**src/hdl/cpu_seq_pkg.sv**
```systemverilog
// package: widths, register counts, opcode fields and command codes
package cpu_seq_pkg;
	localparam int WORD_W       = 16;
	localparam int ADDR_W       = 16;
	localparam int HW_REG_COUNT = 20;
	localparam int CACHE_DEPTH  = 4;
	localparam int IO_FUNC_COUNT = 7;
	localparam int IRQ_W        = 16;

	// instruction word layout: top nibble selects the class
	localparam int OP_HI = 15;
	localparam int OP_LO = 12;
	localparam int ARG_HI = 11;
	localparam int ARG_LO = 0;

	localparam logic [3:0] OP_NOP   = 4'h0;
	localparam logic [3:0] OP_PUSH  = 4'h1;
	localparam logic [3:0] OP_POP   = 4'h2;
	localparam logic [3:0] OP_LOADS = 4'h3;
	localparam logic [3:0] OP_STORE = 4'h4;
	localparam logic [3:0] OP_IO    = 4'h5;
	localparam logic [3:0] OP_SETST = 4'h6;

	localparam logic [2:0] IO_FUNC_MAX = 3'h6;
	localparam logic [ADDR_W-1:0] ADDR_ONE   = 16'h0001;
	localparam logic [ADDR_W-1:0] RESET_ADDR = 16'h0000;
	localparam logic [WORD_W-1:0] WORD_ZERO  = 16'h0000;

	typedef struct packed {
		logic              req;
		logic              write;
		logic [ADDR_W-1:0] addr;
		logic [WORD_W-1:0] wdata;
	} mem_req_t;

	typedef struct packed {
		logic              ack;
		logic [WORD_W-1:0] rdata;
	} mem_rsp_t;

	typedef enum logic [1:0] {
		GRANT_NONE,
		GRANT_CPU,
		GRANT_IOP
	} grant_t;
endpackage

```
**src/hdl/bus_priority_arbiter.sv**
```systemverilog
// bus grant between the processor unit and the io processor control units
module bus_priority_arbiter
(
	input  wire logic                    clk,
	input  wire logic                    srst,
	input  wire logic                    cpuReq,
	input  wire logic                    cpuFinishing,
	input  wire logic                    iopReq,
	input  wire logic                    busDone,
	output cpu_seq_pkg::grant_t          grant
);
	cpu_seq_pkg::grant_t owner_ff;
	cpu_seq_pkg::grant_t nxt_owner;

	// hold the owner until the bus cycle ends, then pick again
	always_comb
	begin
		nxt_owner = owner_ff;
		if (owner_ff == cpu_seq_pkg::GRANT_NONE || busDone)
		begin
			if (cpuReq && cpuFinishing)
				nxt_owner = cpu_seq_pkg::GRANT_CPU;
			else if (iopReq)
				nxt_owner = cpu_seq_pkg::GRANT_IOP;
			else if (cpuReq)
				nxt_owner = cpu_seq_pkg::GRANT_CPU;
			else
				nxt_owner = cpu_seq_pkg::GRANT_NONE;
		end
	end

	// owner register
	always_ff @(posedge clk)
	begin
		if (srst)
			owner_ff <= cpu_seq_pkg::GRANT_NONE;
		else
			owner_ff <= nxt_owner;
	end

	assign grant = owner_ff;
endmodule

```
**src/hdl/cpu_sequencer.sv**
```systemverilog
// processor sequencing core: prefetch, execute, stack and bus control
// What this block does
// - instructions are fetched by a request through the processor's control unit
// - a returned fetch word sits in the prefetch register until execution ends
// - last execute step copies the prefetch word into the executing register
// - a microprogram may set status bits and start memory transfers
// - the module holds twenty hardware registers including instruction and stack ones
// - seven io instructions each start a matching io processor function
// - an external interrupt sets a flag bit in a processor register
// - two nearly identical bus control units: processor side and io side
// - with both requesting, the io processor is granted the bus first
// - a processor finishing a partial operation such as a store wins priority
// - stack base and stack pointer live in dedicated registers
// - word above the base is oldest element, pointer word is newest
// - operands are addressed as pointer minus an offset
// - four hidden cache registers hold up to four top elements
// - locations above the pointer up to the limit are free space
// - push writes the next free word then increments the pointer
// - pop decrements the pointer and shifts the cache, memory is left untouched
module cpu_sequencer
#(
	parameter int CACHE_N = cpu_seq_pkg::CACHE_DEPTH
)
(
	input  wire logic                              clk,
	input  wire logic                              srst,
	input  wire logic [cpu_seq_pkg::ADDR_W-1:0]    baseInit,
	input  wire logic [cpu_seq_pkg::ADDR_W-1:0]    limitInit,
	input  wire logic [cpu_seq_pkg::ADDR_W-1:0]    pcInit,
	input  wire logic                              loadInit,
	output cpu_seq_pkg::mem_req_t                  cpuBus,
	input  wire cpu_seq_pkg::mem_rsp_t             cpuRsp,
	input  wire logic                              iopReq,
	output logic                                   iopGrant,
	output logic                                   cpuGrant,
	input  wire logic                              busDone,
	output logic                                   ioStart,
	output logic [2:0]                             ioFunc,
	input  wire logic [cpu_seq_pkg::IRQ_W-1:0]     irqIn,
	input  wire logic [cpu_seq_pkg::IRQ_W-1:0]     irqClear,
	output logic [cpu_seq_pkg::IRQ_W-1:0]          irqFlags,
	output logic [cpu_seq_pkg::WORD_W-1:0]         execInstr,
	output logic [cpu_seq_pkg::ADDR_W-1:0]         stackPtr,
	output logic [cpu_seq_pkg::WORD_W-1:0]         topWord,
	output logic [7:0]                             statusBits,
	output logic                                   stackOverflow
);
	typedef enum {
		S_FETCH,
		S_WAITFETCH,
		S_EXEC,
		S_MEMWAIT,
		S_HANDOFF
	} seq_t;

	seq_t                                  state_ff;
	logic [cpu_seq_pkg::WORD_W-1:0]        prefetch_instr_reg_ff;
	logic                                  prefetchValid_ff;
	logic [cpu_seq_pkg::WORD_W-1:0]        exec_instr_reg_ff;
	logic [cpu_seq_pkg::ADDR_W-1:0]        pc_ff;
	logic [cpu_seq_pkg::ADDR_W-1:0]        stack_base_addr_ff;
	logic [cpu_seq_pkg::ADDR_W-1:0]        stackPtr_ff;
	logic [cpu_seq_pkg::ADDR_W-1:0]        stackLimit_ff;
	logic [cpu_seq_pkg::WORD_W-1:0]        topCache_ff [CACHE_N];
	logic [cpu_seq_pkg::IRQ_W-1:0]         irqFlags_ff;
	logic [7:0]                            status_ff;
	logic                                  overflow_ff;
	logic                                  ioStart_ff;
	logic [2:0]                            ioFunc_ff;
	cpu_seq_pkg::mem_req_t                 req_ff;
	cpu_seq_pkg::grant_t                   grant;
	logic [3:0]                            opcode;
	logic [cpu_seq_pkg::ADDR_W-1:0]        argAddr;
	logic                                  isStore;

	// decode helper: offset field of an instruction
	function automatic logic [cpu_seq_pkg::ADDR_W-1:0] argOf(
		input logic [cpu_seq_pkg::WORD_W-1:0] w);
		argOf = {4'h0, w[cpu_seq_pkg::ARG_HI:cpu_seq_pkg::ARG_LO]};
	endfunction

	assign opcode  = exec_instr_reg_ff[cpu_seq_pkg::OP_HI:cpu_seq_pkg::OP_LO];
	assign argAddr = argOf(exec_instr_reg_ff);
	assign isStore = req_ff.req && req_ff.write;

	// shared bus arbitration between the two control units
	bus_priority_arbiter u_arb
	(
		.clk          (clk),
		.srst         (srst),
		.cpuReq       (req_ff.req),
		.cpuFinishing (isStore),
		.iopReq       (iopReq),
		.busDone      (busDone),
		.grant        (grant)
	);

	assign cpuGrant = (grant == cpu_seq_pkg::GRANT_CPU);
	assign iopGrant = (grant == cpu_seq_pkg::GRANT_IOP);
	assign cpuBus   = req_ff;

	// sequencer: fetch, wait, execute, memory wait, handoff
	always_ff @(posedge clk)
	begin
		if (srst)
			state_ff <= S_FETCH;
		else
		begin
			case (state_ff)
				S_FETCH:
					state_ff <= S_WAITFETCH;
				S_WAITFETCH:
					if (cpuRsp.ack)
						state_ff <= S_HANDOFF;
				S_EXEC:
					if (opcode == cpu_seq_pkg::OP_LOADS ||
						opcode == cpu_seq_pkg::OP_STORE ||
						(opcode == cpu_seq_pkg::OP_PUSH && !overflowHit()))
						state_ff <= S_MEMWAIT;
					else
						state_ff <= S_HANDOFF;
				S_MEMWAIT:
					if (cpuRsp.ack)
						state_ff <= S_HANDOFF;
				S_HANDOFF:
					if (prefetchValid_ff)
						state_ff <= S_EXEC;
				default:
					state_ff <= S_FETCH;
			endcase
		end
	end

	// push is refused when the pointer already sits at the limit
	function automatic logic overflowHit();
		overflowHit = (stackPtr_ff == stackLimit_ff);
	endfunction

	// memory request register through the control unit
	always_ff @(posedge clk)
	begin
		if (srst)
			req_ff <= '0;
		else if (cpuRsp.ack)
			req_ff <= '0;
		else if (!req_ff.req)
		begin
			if (state_ff == S_FETCH ||
				(state_ff == S_HANDOFF && !prefetchValid_ff))
			begin
				req_ff.req   <= 1'b1;
				req_ff.write <= 1'b0;
				req_ff.addr  <= pc_ff;
				req_ff.wdata <= cpu_seq_pkg::WORD_ZERO;
			end
			else if (state_ff == S_EXEC)
			begin
				if (opcode == cpu_seq_pkg::OP_PUSH && !overflowHit())
				begin
					req_ff.req   <= 1'b1;
					req_ff.write <= 1'b1;
					req_ff.addr  <= stackPtr_ff + cpu_seq_pkg::ADDR_ONE;
					req_ff.wdata <= argAddr;
				end
				else if (opcode == cpu_seq_pkg::OP_LOADS)
				begin
					req_ff.req   <= 1'b1;
					req_ff.write <= 1'b0;
					req_ff.addr  <= stackPtr_ff - argAddr;
					req_ff.wdata <= cpu_seq_pkg::WORD_ZERO;
				end
				else if (opcode == cpu_seq_pkg::OP_STORE)
				begin
					req_ff.req   <= 1'b1;
					req_ff.write <= 1'b1;
					req_ff.addr  <= stackPtr_ff - argAddr;
					req_ff.wdata <= topCache_ff[0];
				end
			end
		end
	end

	// program counter and prefetch register
	always_ff @(posedge clk)
	begin
		if (srst)
		begin
			pc_ff                 <= cpu_seq_pkg::RESET_ADDR;
			prefetch_instr_reg_ff <= cpu_seq_pkg::WORD_ZERO;
			prefetchValid_ff      <= 1'b0;
		end
		else if (loadInit)
			pc_ff <= pcInit;
		else if (cpuRsp.ack && !req_ff.write &&
			(state_ff == S_WAITFETCH || state_ff == S_HANDOFF))
		begin
			prefetch_instr_reg_ff <= cpuRsp.rdata;
			prefetchValid_ff      <= 1'b1;
			pc_ff                 <= pc_ff + cpu_seq_pkg::ADDR_ONE;
		end
		else if (state_ff == S_HANDOFF && prefetchValid_ff)
			prefetchValid_ff <= 1'b0;
	end

	// executing register loads as the last step of each microprogram
	always_ff @(posedge clk)
	begin
		if (srst)
			exec_instr_reg_ff <= cpu_seq_pkg::WORD_ZERO;
		else if (state_ff == S_HANDOFF && prefetchValid_ff)
			exec_instr_reg_ff <= prefetch_instr_reg_ff;
	end

	// stack base, pointer and limit registers
	always_ff @(posedge clk)
	begin
		if (srst)
		begin
			stack_base_addr_ff <= cpu_seq_pkg::RESET_ADDR;
			stackPtr_ff        <= cpu_seq_pkg::RESET_ADDR;
			stackLimit_ff      <= cpu_seq_pkg::RESET_ADDR;
		end
		else if (loadInit)
		begin
			stack_base_addr_ff <= baseInit;
			stackPtr_ff        <= baseInit;
			stackLimit_ff      <= limitInit;
		end
		else if (state_ff == S_EXEC)
		begin
			if (opcode == cpu_seq_pkg::OP_PUSH && !overflowHit())
				stackPtr_ff <= stackPtr_ff + cpu_seq_pkg::ADDR_ONE;
			else if (opcode == cpu_seq_pkg::OP_POP &&
				stackPtr_ff != stack_base_addr_ff)
				stackPtr_ff <= stackPtr_ff - cpu_seq_pkg::ADDR_ONE;
		end
	end

	// overflow error flag, sticky until reinit
	always_ff @(posedge clk)
	begin
		if (srst)
			overflow_ff <= 1'b0;
		else if (state_ff == S_EXEC && opcode == cpu_seq_pkg::OP_PUSH &&
			overflowHit())
			overflow_ff <= 1'b1;
		else if (loadInit)
			overflow_ff <= 1'b0;
	end

	// top-of-stack cache shifts on push, pop and loads
	genvar gi;
	generate
		for (gi = 0; gi < CACHE_N; gi++)
		begin : g_cache
			// neighbour slots, clamped so no slot indexes outside the array
			localparam int UP_IDX = (gi < CACHE_N - 1) ? gi + 1 : gi;
			localparam int DN_IDX = (gi > 0) ? gi - 1 : 0;
			always_ff @(posedge clk)
			begin
				if (srst)
					topCache_ff[gi] <= cpu_seq_pkg::WORD_ZERO;
				else if (state_ff == S_EXEC &&
					opcode == cpu_seq_pkg::OP_POP && gi < CACHE_N - 1)
					topCache_ff[gi] <= topCache_ff[UP_IDX];
				else if (state_ff == S_MEMWAIT && cpuRsp.ack &&
					!req_ff.write)
				begin
					if (gi == 0)
						topCache_ff[gi] <= cpuRsp.rdata;
					else
						topCache_ff[gi] <= topCache_ff[DN_IDX];
				end
				else if (state_ff == S_EXEC &&
					opcode == cpu_seq_pkg::OP_PUSH && !overflowHit())
				begin
					if (gi == 0)
						topCache_ff[gi] <= {4'h0, exec_instr_reg_ff[
							cpu_seq_pkg::ARG_HI:cpu_seq_pkg::ARG_LO]};
					else
						topCache_ff[gi] <= topCache_ff[DN_IDX];
				end
			end
		end
	endgenerate

	// io function start and status indicators
	always_ff @(posedge clk)
	begin
		if (srst)
		begin
			ioStart_ff <= 1'b0;
			ioFunc_ff  <= 3'h0;
			status_ff  <= 8'h00;
		end
		else
		begin
			ioStart_ff <= 1'b0;
			if (state_ff == S_EXEC && opcode == cpu_seq_pkg::OP_IO &&
				exec_instr_reg_ff[2:0] <= cpu_seq_pkg::IO_FUNC_MAX)
			begin
				ioStart_ff <= 1'b1;
				ioFunc_ff  <= exec_instr_reg_ff[2:0];
			end
			if (state_ff == S_EXEC && opcode == cpu_seq_pkg::OP_SETST)
				status_ff <= exec_instr_reg_ff[7:0];
		end
	end

	// interrupt flags set by the io processor; set wins over clear
	always_ff @(posedge clk)
	begin
		if (srst)
			irqFlags_ff <= '0;
		else
			irqFlags_ff <= (irqFlags_ff & ~irqClear) | irqIn;
	end

	assign execInstr     = exec_instr_reg_ff;
	assign stackPtr      = stackPtr_ff;
	assign topWord       = topCache_ff[0];
	assign statusBits    = status_ff;
	assign stackOverflow = overflow_ff;
	assign ioStart       = ioStart_ff;
	assign ioFunc        = ioFunc_ff;
	assign irqFlags      = irqFlags_ff;
	// pc, two instruction, base, pointer, limit, four cache, flags
	// status and io registers make up the module register set
endmodule
```
**config.mk**
```make
export PLATFORM = sky130hd
export DESIGN_NAME = cpu_sequencer
export DESIGN_NICKNAME = d
export VERILOG_FILES = /design/src/hdl/cpu_seq_pkg.sv /design/src/hdl/bus_priority_arbiter.sv /design/src/hdl/cpu_sequencer.sv
export SDC_FILE = /design/constraint.sdc
export NUM_CORES = 1
export LEC_CHECK = 0
export ABC_AREA = 1
export BUFFER_PORTS_ARGS = -buffer_cell sky130_fd_sc_hd__buf_4
export CORE_ASPECT_RATIO = 1.25
export CORE_MARGIN = 3
export CORE_UTILIZATION = 54
export DETAILED_ROUTE_END_ITERATION = 10
export PLACE_DENSITY = 0.8
export SKIP_LAST_GASP = 1
export SLEW_MARGIN = 10
export SYNTH_ARGS = -nofsm -noshare
export SYNTH_HDL_FRONTEND = slang
export SYNTH_SLANG_ARGS = --single-unit
```
**constraint.sdc**
```tcl
create_clock -name clk -period 3.1 [get_ports clk]
set_clock_uncertainty 0.2 [all_clocks]
set_input_delay 0.465 -clock clk [delete_from_list [all_inputs] [get_ports clk]]
set_output_delay 0.465 -clock clk [all_outputs]
set_load 0.005 [all_outputs]
```
Yosys cells after proc, flatten, opt, wreduce, memory -nomap -nowiden

Memories as Yosys holds them, arrays and structs flattened.
Cells that the tools add are included.

$lt $le $gt $ge: 1
Muxes and demuxes: 53
Bitwise operators: 16
Add/subtract/negate cells: 4
Reductions and logical operators: 42
Equal/unequal tests: 20

Operators by type and width:

| operator                                                              | number |
|---|---|
| 16-bit two-way mux                                                    | 17 |
| 34-bit two-way mux                                                    | 6 |
| 32-bit case mux with 4 select lines                                   | 1 |
| 32-bit by 2-bit == test with 1-bit output (second input constant)     | 3 |
| 32-bit by 3-bit == test with 1-bit output (second input constant)     | 3 |
| 32-bit logical NOT                                                    | 2 |
| 32-bit two-way mux                                                    | 2 |
| 16-bit by 1-bit adder with 16-bit output (second input constant)      | 2 |
| 32-bit by 1-bit == test with 1-bit output (second input constant)     | 1 |
| 32-bit by 4-bit == test with 1-bit output (second input constant)     | 1 |
| 1-bit two-way mux                                                     | 24 |
| 1-bit logical AND                                                     | 17 |
| 16-bit AND                                                            | 1 |
| 16-bit == test                                                        | 1 |
| 16-bit inequality test                                                | 1 |
| 16-bit NOT                                                            | 1 |
| 16-bit bitwise OR                                                     | 1 |
| 16-bit by 1-bit subtractor with 16-bit output (second input constant) | 1 |
| 16-bit by 12-bit subtractor with 16-bit output                        | 1 |
| 4-bit by 3-bit == test with 1-bit output (second input constant)      | 3 |
| 1-bit bitwise OR                                                      | 11 |
| 2-bit nonzero test                                                    | 5 |
| 4-bit by 2-bit == test with 1-bit output (second input constant)      | 2 |
| 2-bit AND reduction                                                   | 4 |
| 16 further kinds                                                      | 25 |

Register bits: 194
Input port bits: 102
Logic and storage cells: 155
Bits in writable memories: 64
Memories kept: 1
Output and inout port bits: 113

Memory list:

| memory      | depth | width | rd ports | clocked after memory_dff | wr ports | line                | text |
|---|---|---|---|---|---|---|---|
| topCache_ff | 4     | 16    | 4        | 0                        | 4        | cpu_sequencer.sv:64 | `logic [cpu_seq_pkg::WORD_W-1:0] topCache_ff [CACHE_N];` |

Logic depth before layout (Yosys ltp)

Depth after elaboration: 9
Depth in mapped cells: 17
Gate-level depth less buffers: 15

By module

From an unflattened synthesis, not the netlist that was laid out.

Cell total of the unflattened synthesis: 1732
Area, all modules: 12044.1 µm²

Modules (own cells, without submodules):

| module               | times used | area an instance (µm²) | sequential area each (µm²) | cells an instance |
|---|---|---|---|---|
| cpu_sequencer        | 1          | 11928.9                | 5185.0                     | 1713 |
| bus_priority_arbiter | 1          | 115.1                  | 40.0                       | 19 |

Worst setup path before layout

OpenSTA, ideal clock, no wires.

Path kind: reg2reg
Start point: reg stackPtr_ff, in the netlist stackPtr[10]
End point: mem topCache_ff[0][0] (netlist name) (enable)
Stages on the path, launching flop included: 11
Path buffers: 1
Path slack: 444 ps
Data arrival time: 1895 ps
Path through: dfxtp_1 -> buf_4 -> inv_2 -> nand2_1 -> nand2_1 -> nor2_1 -> nand2_1 -> nor2_2 -> nand2_2 -> nand2_2 -> nand3_1

RTL lines:

| what                     | line                 | text |
|---|---|---|
| start: declaration       | cpu_sequencer.sv:62  | `logic [cpu_seq_pkg::ADDR_W-1:0] stackPtr_ff;` |
| start signal: assignment | cpu_sequencer.sv:220 | `stackPtr_ff <= cpu_seq_pkg::RESET_ADDR;` |
| start signal: assignment | cpu_sequencer.sv:226 | `stackPtr_ff <= baseInit;` |
| start signal: assignment | cpu_sequencer.sv:232 | `stackPtr_ff <= stackPtr_ff + cpu_seq_pkg::ADDR_ONE;` |
| end: declaration         | cpu_sequencer.sv:64  |  |

Worst setup path in the final report

Start point: reg stackPtr_ff, in the netlist stackPtr[0]
End point: reg req_ff, in the netlist cpuBus[30]

Cells in the longest elaborated chain, start to end: 6

Ends and longest elaborated chain:

| what                                                                             | line                                                             | text |
|---|---|---|
| 16-bit by 12-bit subtractor with 16-bit output or 16-bit == test (tied branches) | cpu_sequencer.sv:169, cpu_sequencer.sv:176, cpu_sequencer.sv:136 |  |
| 34-bit two-way mux or 1-bit logical NOT (tied branches)                          | cpu_sequencer.sv:172, cpu_sequencer.sv:158                       |  |
| 34-bit two-way mux or 1-bit logical AND (tied branches)                          | cpu_sequencer.sv:165, cpu_sequencer.sv:158                       |  |
| 34-bit two-way mux                                                               | cpu_sequencer.sv:158                                             | `if (opcode == cpu_seq_pkg::OP_PUSH && !overflowHit())` |
| 34-bit two-way mux                                                               | cpu_sequencer.sv:156                                             | `else if (state_ff == S_EXEC)` |
| 34-bit two-way mux                                                               | cpu_sequencer.sv:148                                             | `if (state_ff == S_FETCH \|\|` |
| end: declaration                                                                 | cpu_sequencer.sv:70                                              | `cpu_seq_pkg::mem_req_t req_ff;` |

Several ways; a longest one is shown, not always the timed one. The select of a mux whose other input is x is not followed.
A chain may end at the register's enable or synchronous reset.

==> impl_metrics.py <==
metrics = {
    "placed_design": {
        "io_buffers": 214,
        "dp_slack_ns": 0.3639,
        "placed_cell_area_mm2": 0.01385,
        "gp_congestion": 0.9337,
        "hpwl_mm": 27.02,
    },
    "timing": {
        "max_freq_ghz": 0.3582,
        "final.setup.tns_ns": 0,
        "tightestPinTransition_ns": 0.9283,
        "period_share_pct": 90.06,
        "post-route-min-period_ns": 2.792,
        "fin_ws_ns": 0.3080,
        "whs_ns": 0.01687,
        "setup_viol_count_final": 0,
        "hold_violations": 0,
        "maxSlewViolCount": 0,
        "relSlewSlack_pct": 38.05,
        "rsz0062_at_grt": "false",
    },
    "drt": {
        "first_iter_violations": 996,
        "avgViaCountPerCell": 5.437,
        "num_vias": 12049,
        "routedWlPerCell_um": 16.99,
        "drcViolationCount": 0,
        "routed_wl_mm": 37.66,
        "ant_nets": 0,
        "drt-pass1-iter-count": 5,
    },
    "pwr": {
        "power.density_mw_per_mm2": 616.8,
        "seqPwrFrac_pct": 39.3,
        "combPwrFrac_pct": 28.4,
        "p_int_w": 0.006071,
        "power_leakage_nw": 6.934,
        "p_clk_share_pct": 32.3,
        "p_sw_w": 0.003189,
        "irDropWorstVdd_uv": 447.7,
        "p_sw_share_pct": 34.44,
    },
    "cts": {
        "cts_tree": "done",
        "htree_levels": 1,
        "postCtsSetupBuffers": 0,
        "numCtsBuffers": 24,
        "cts_root_buf": "clkbuf_16",
        "cts_sinks": 229,
        "clockBufferDepth": 3,
        "clkTransAtPathRegs_ns": 0.07,
        "insertion_delay_ns": 0.53,
    },
    "layout": {
        "final_area_mm2": 0.01501,
        "fin_nets": 2038,
        "final_cell_mix": "nand2_1, buf_4, nor2_1",
        "area_delta_synth_final_pct": 23.35,
        "largest_reg_flops": 64,
        "n_antenna_cell": 0,
        "drive_gt1_share_pct": 17.09,
        "largest_register": "topCache_ff",
        "fillers": 1856,
        "final_common_cell": "nand2_1",
        "fin_util_pct": 68.72,
    },
    "die": {
        "start_util_pct": 55.71,
        "die_w_um": 140.3,
        "fp.dieH_um": 173.8,
        "core_area_mm2": 0.02185,
        "io_pins": 215,
        "rows": 60,
        "dieArea_mm2": 0.02439,
    },
    "min_path": {
        "whs_endpoint": "pc_ff[10]",
        "min_from": "pcInit[10]",
        "whs_path_depth": 3,
        "hold_path.class": "in2reg",
    },
    "synth": {
        "synthDistinctLibCells": 47,
        "synth-edff-count": 64,
        "syn_nets": 1833,
        "synthMuxAreaShare_pct": 0,
        "yosysSeqAreaShare_pct": 42.93,
        "syn_inst": 1714,
        "yosys.area.top_type": "dfxtp_1",
        "synth_seq_cells": 229,
        "synthFlopType": "dfxtp_1",
        "syn_area_per_cell_um2": 7.101,
        "yosysTopAreaCellShare_pct": 27.14,
        "syn_area_mm2": 0.01217,
        "synthSimpleGateAreaFrac_pct": 27.56,
        "synth-xor-area-share_pct": 3.012,
        "yosysWarnings": 0,
        "synth_top_family_by_area": "simple AND/OR/NAND/NOR gates",
        "async_reset_ff_share_pct": 0,
        "synth_fa_ha_area_share_pct": 1.809,
        "synth_compound_area_share_pct": 13.96,
        "synth_area_leaders": "dfxtp_1, edfxtp_1, nand2_1, nor2_1, o21ai_0",
    },
    "setup_path": {
        "cp-start-kind": "flop",
        "r2r_cells": 15,
        "rr_endpoint": "cpuBus[30]",
        "cp.required_ns": 3.32,
        "cp.arrival_ns": 3.01,
        "worstReg2RegStart": "stackPtr[0]",
        "end_kind": "flop",
        "critPathMaxFanout": 12,
        "reg2reg_slack_ns": 0.31,
        "path_class": "reg2reg",
    },
    "global_routing": {
        "grt_first_pass_wirelength_mm": 60.31,
        "grt_util_all_layers_pct": 30.11,
        "grt_max_degree": 85,
        "grt-ovfl-total": 0,
        "antenna_found_initial": 0,
        "grt_pass1_vias": 11789,
    },
    "outcome": {
        "status": "complete, no violations",
    },
    "run": {
        "max_cap_viol_count": 0,
    },
}
-- layer usage --
| layer | track usage [%] | vias to the layer above | share of wire, % |
|---|---|---|---|
| li1 | - | 5912 | - |
| met1 | 37.21 | 5471 | 39 |
| met2 | 51.26 | 563 | 48 |
| met3 | 4.443 | 103 | 7.8 |
| met4 | 14.66 | 0 | 5.3 |
| met5 | 0 | - | 0 |
-- repair_timing --
item / CTS / global route
endpoints found under the hold margin: 34 / 0
gates resized for setup: 0 / 0
hold buffers: 34 / 0
-- synthesized netlist by cell type (2+ instances only) --
cell / instances
nor3_4: 3
nor4_1: 2
inv_1: 176
o21ai_0: 145
buf_2: 16
clkbuf_1: 48
a31oi_1: 10
clkbuf_2: 2
xor2_1: 37
nor2_2: 4
nand2_2: 2
nand4_1: 18
nor2_1: 220
edfxtp_1: 64
nand2_1: 438
nor2_4: 3
dfxtp_1: 165
a21oi_1: 132
o21a_1: 2
or2_2: 5
buf_6: 7
inv_2: 17
buf_4: 29
nand3_1: 97
nor3_1: 10
xnor2_1: 3
buf_1: 2
o22ai_1: 11
a22oi_1: 12
ha_1: 16
o211ai_1: 2
-- critical path, cell delays in order (launching register included) --
cell,delay (ns)
dfxtp_1,0.64
inv_2,0.14
ha_1,0.22
fa_1,0.41
inv_1,0.08
nand3_1,0.07
nand3_1,0.18
nand2_1,0.07
nand2_1,0.15
nand2_1,0.10
nand2_1,0.07
nand2_1,0.05
nand3_1,0.06
nand2_1,0.05
a21oi_1,0.15
nor2_1,0.05
-- final cells by class --
cell class                      count  area (µm²)  share of cell area [%]
Timing Repair Buffer              283        2247                   14.97
Clock buffer                       29       639.4                   4.259
Sequential cell                   229        5225                   34.81
Tap cell                          279       349.1                   2.325
Clock inverter                     15       177.7                   1.184
Inverter                          194       730.7                   4.867
Multi-Input combinational cell   1187        5643                   37.59
-- how the worst max path moves through the flow --
stage / start / end / slack (ns)
floorplan: stackPtr[10] / topCache_ff[0][0] / 0.44
global placement: stackPtr[0] / cpuBus[30] / 0.41
detailed placement: stackPtr[0] / cpuBus[30] / 0.36
CTS: stackPtr[0] / cpuBus[30] / 0.34
global route: stackPtr[0] / cpuBus[30] / 0.06
finish: stackPtr[0] / cpuBus[30] / 0.31
-- kinds of logic (layout without fill, tap and decap cells) --
| kind of cell | Yosys count | in the layout |
|---|---|---|
| buffers and inverters | 298 | 521 |
| adders and majority gates | 17 | 17 |
| DFF | 229 | 229 |
| AOI/OAI and AO/OA | 321 | 321 |
| xor gates and xnor gates | 41 | 41 |
| and+or+nand+nor | 808 | 808 |
-- through the flow --
stage	cells	total power, W
floorplan	1714	0.005397
global placement	2138	0.006201
detailed placement	2138	0.006256
CTS	2216	0.009263
global route	2216	0.009755
finish	2216	0.009259
-- power groups by stage --
stage	Clock (W)	Combinational [W]	Sequential, W
after global routing	0.00313	0.00295	0.00367
final	0.00299	0.00263	0.00363
after floorplan	0	0.00177	0.00363
after CTS	0.00302	0.00262	0.00363
after detailed placement	0	0.00256	0.00369
after global placement	0	0.00252	0.00368
Note: power is estimated with default switching activity, not from simulation.
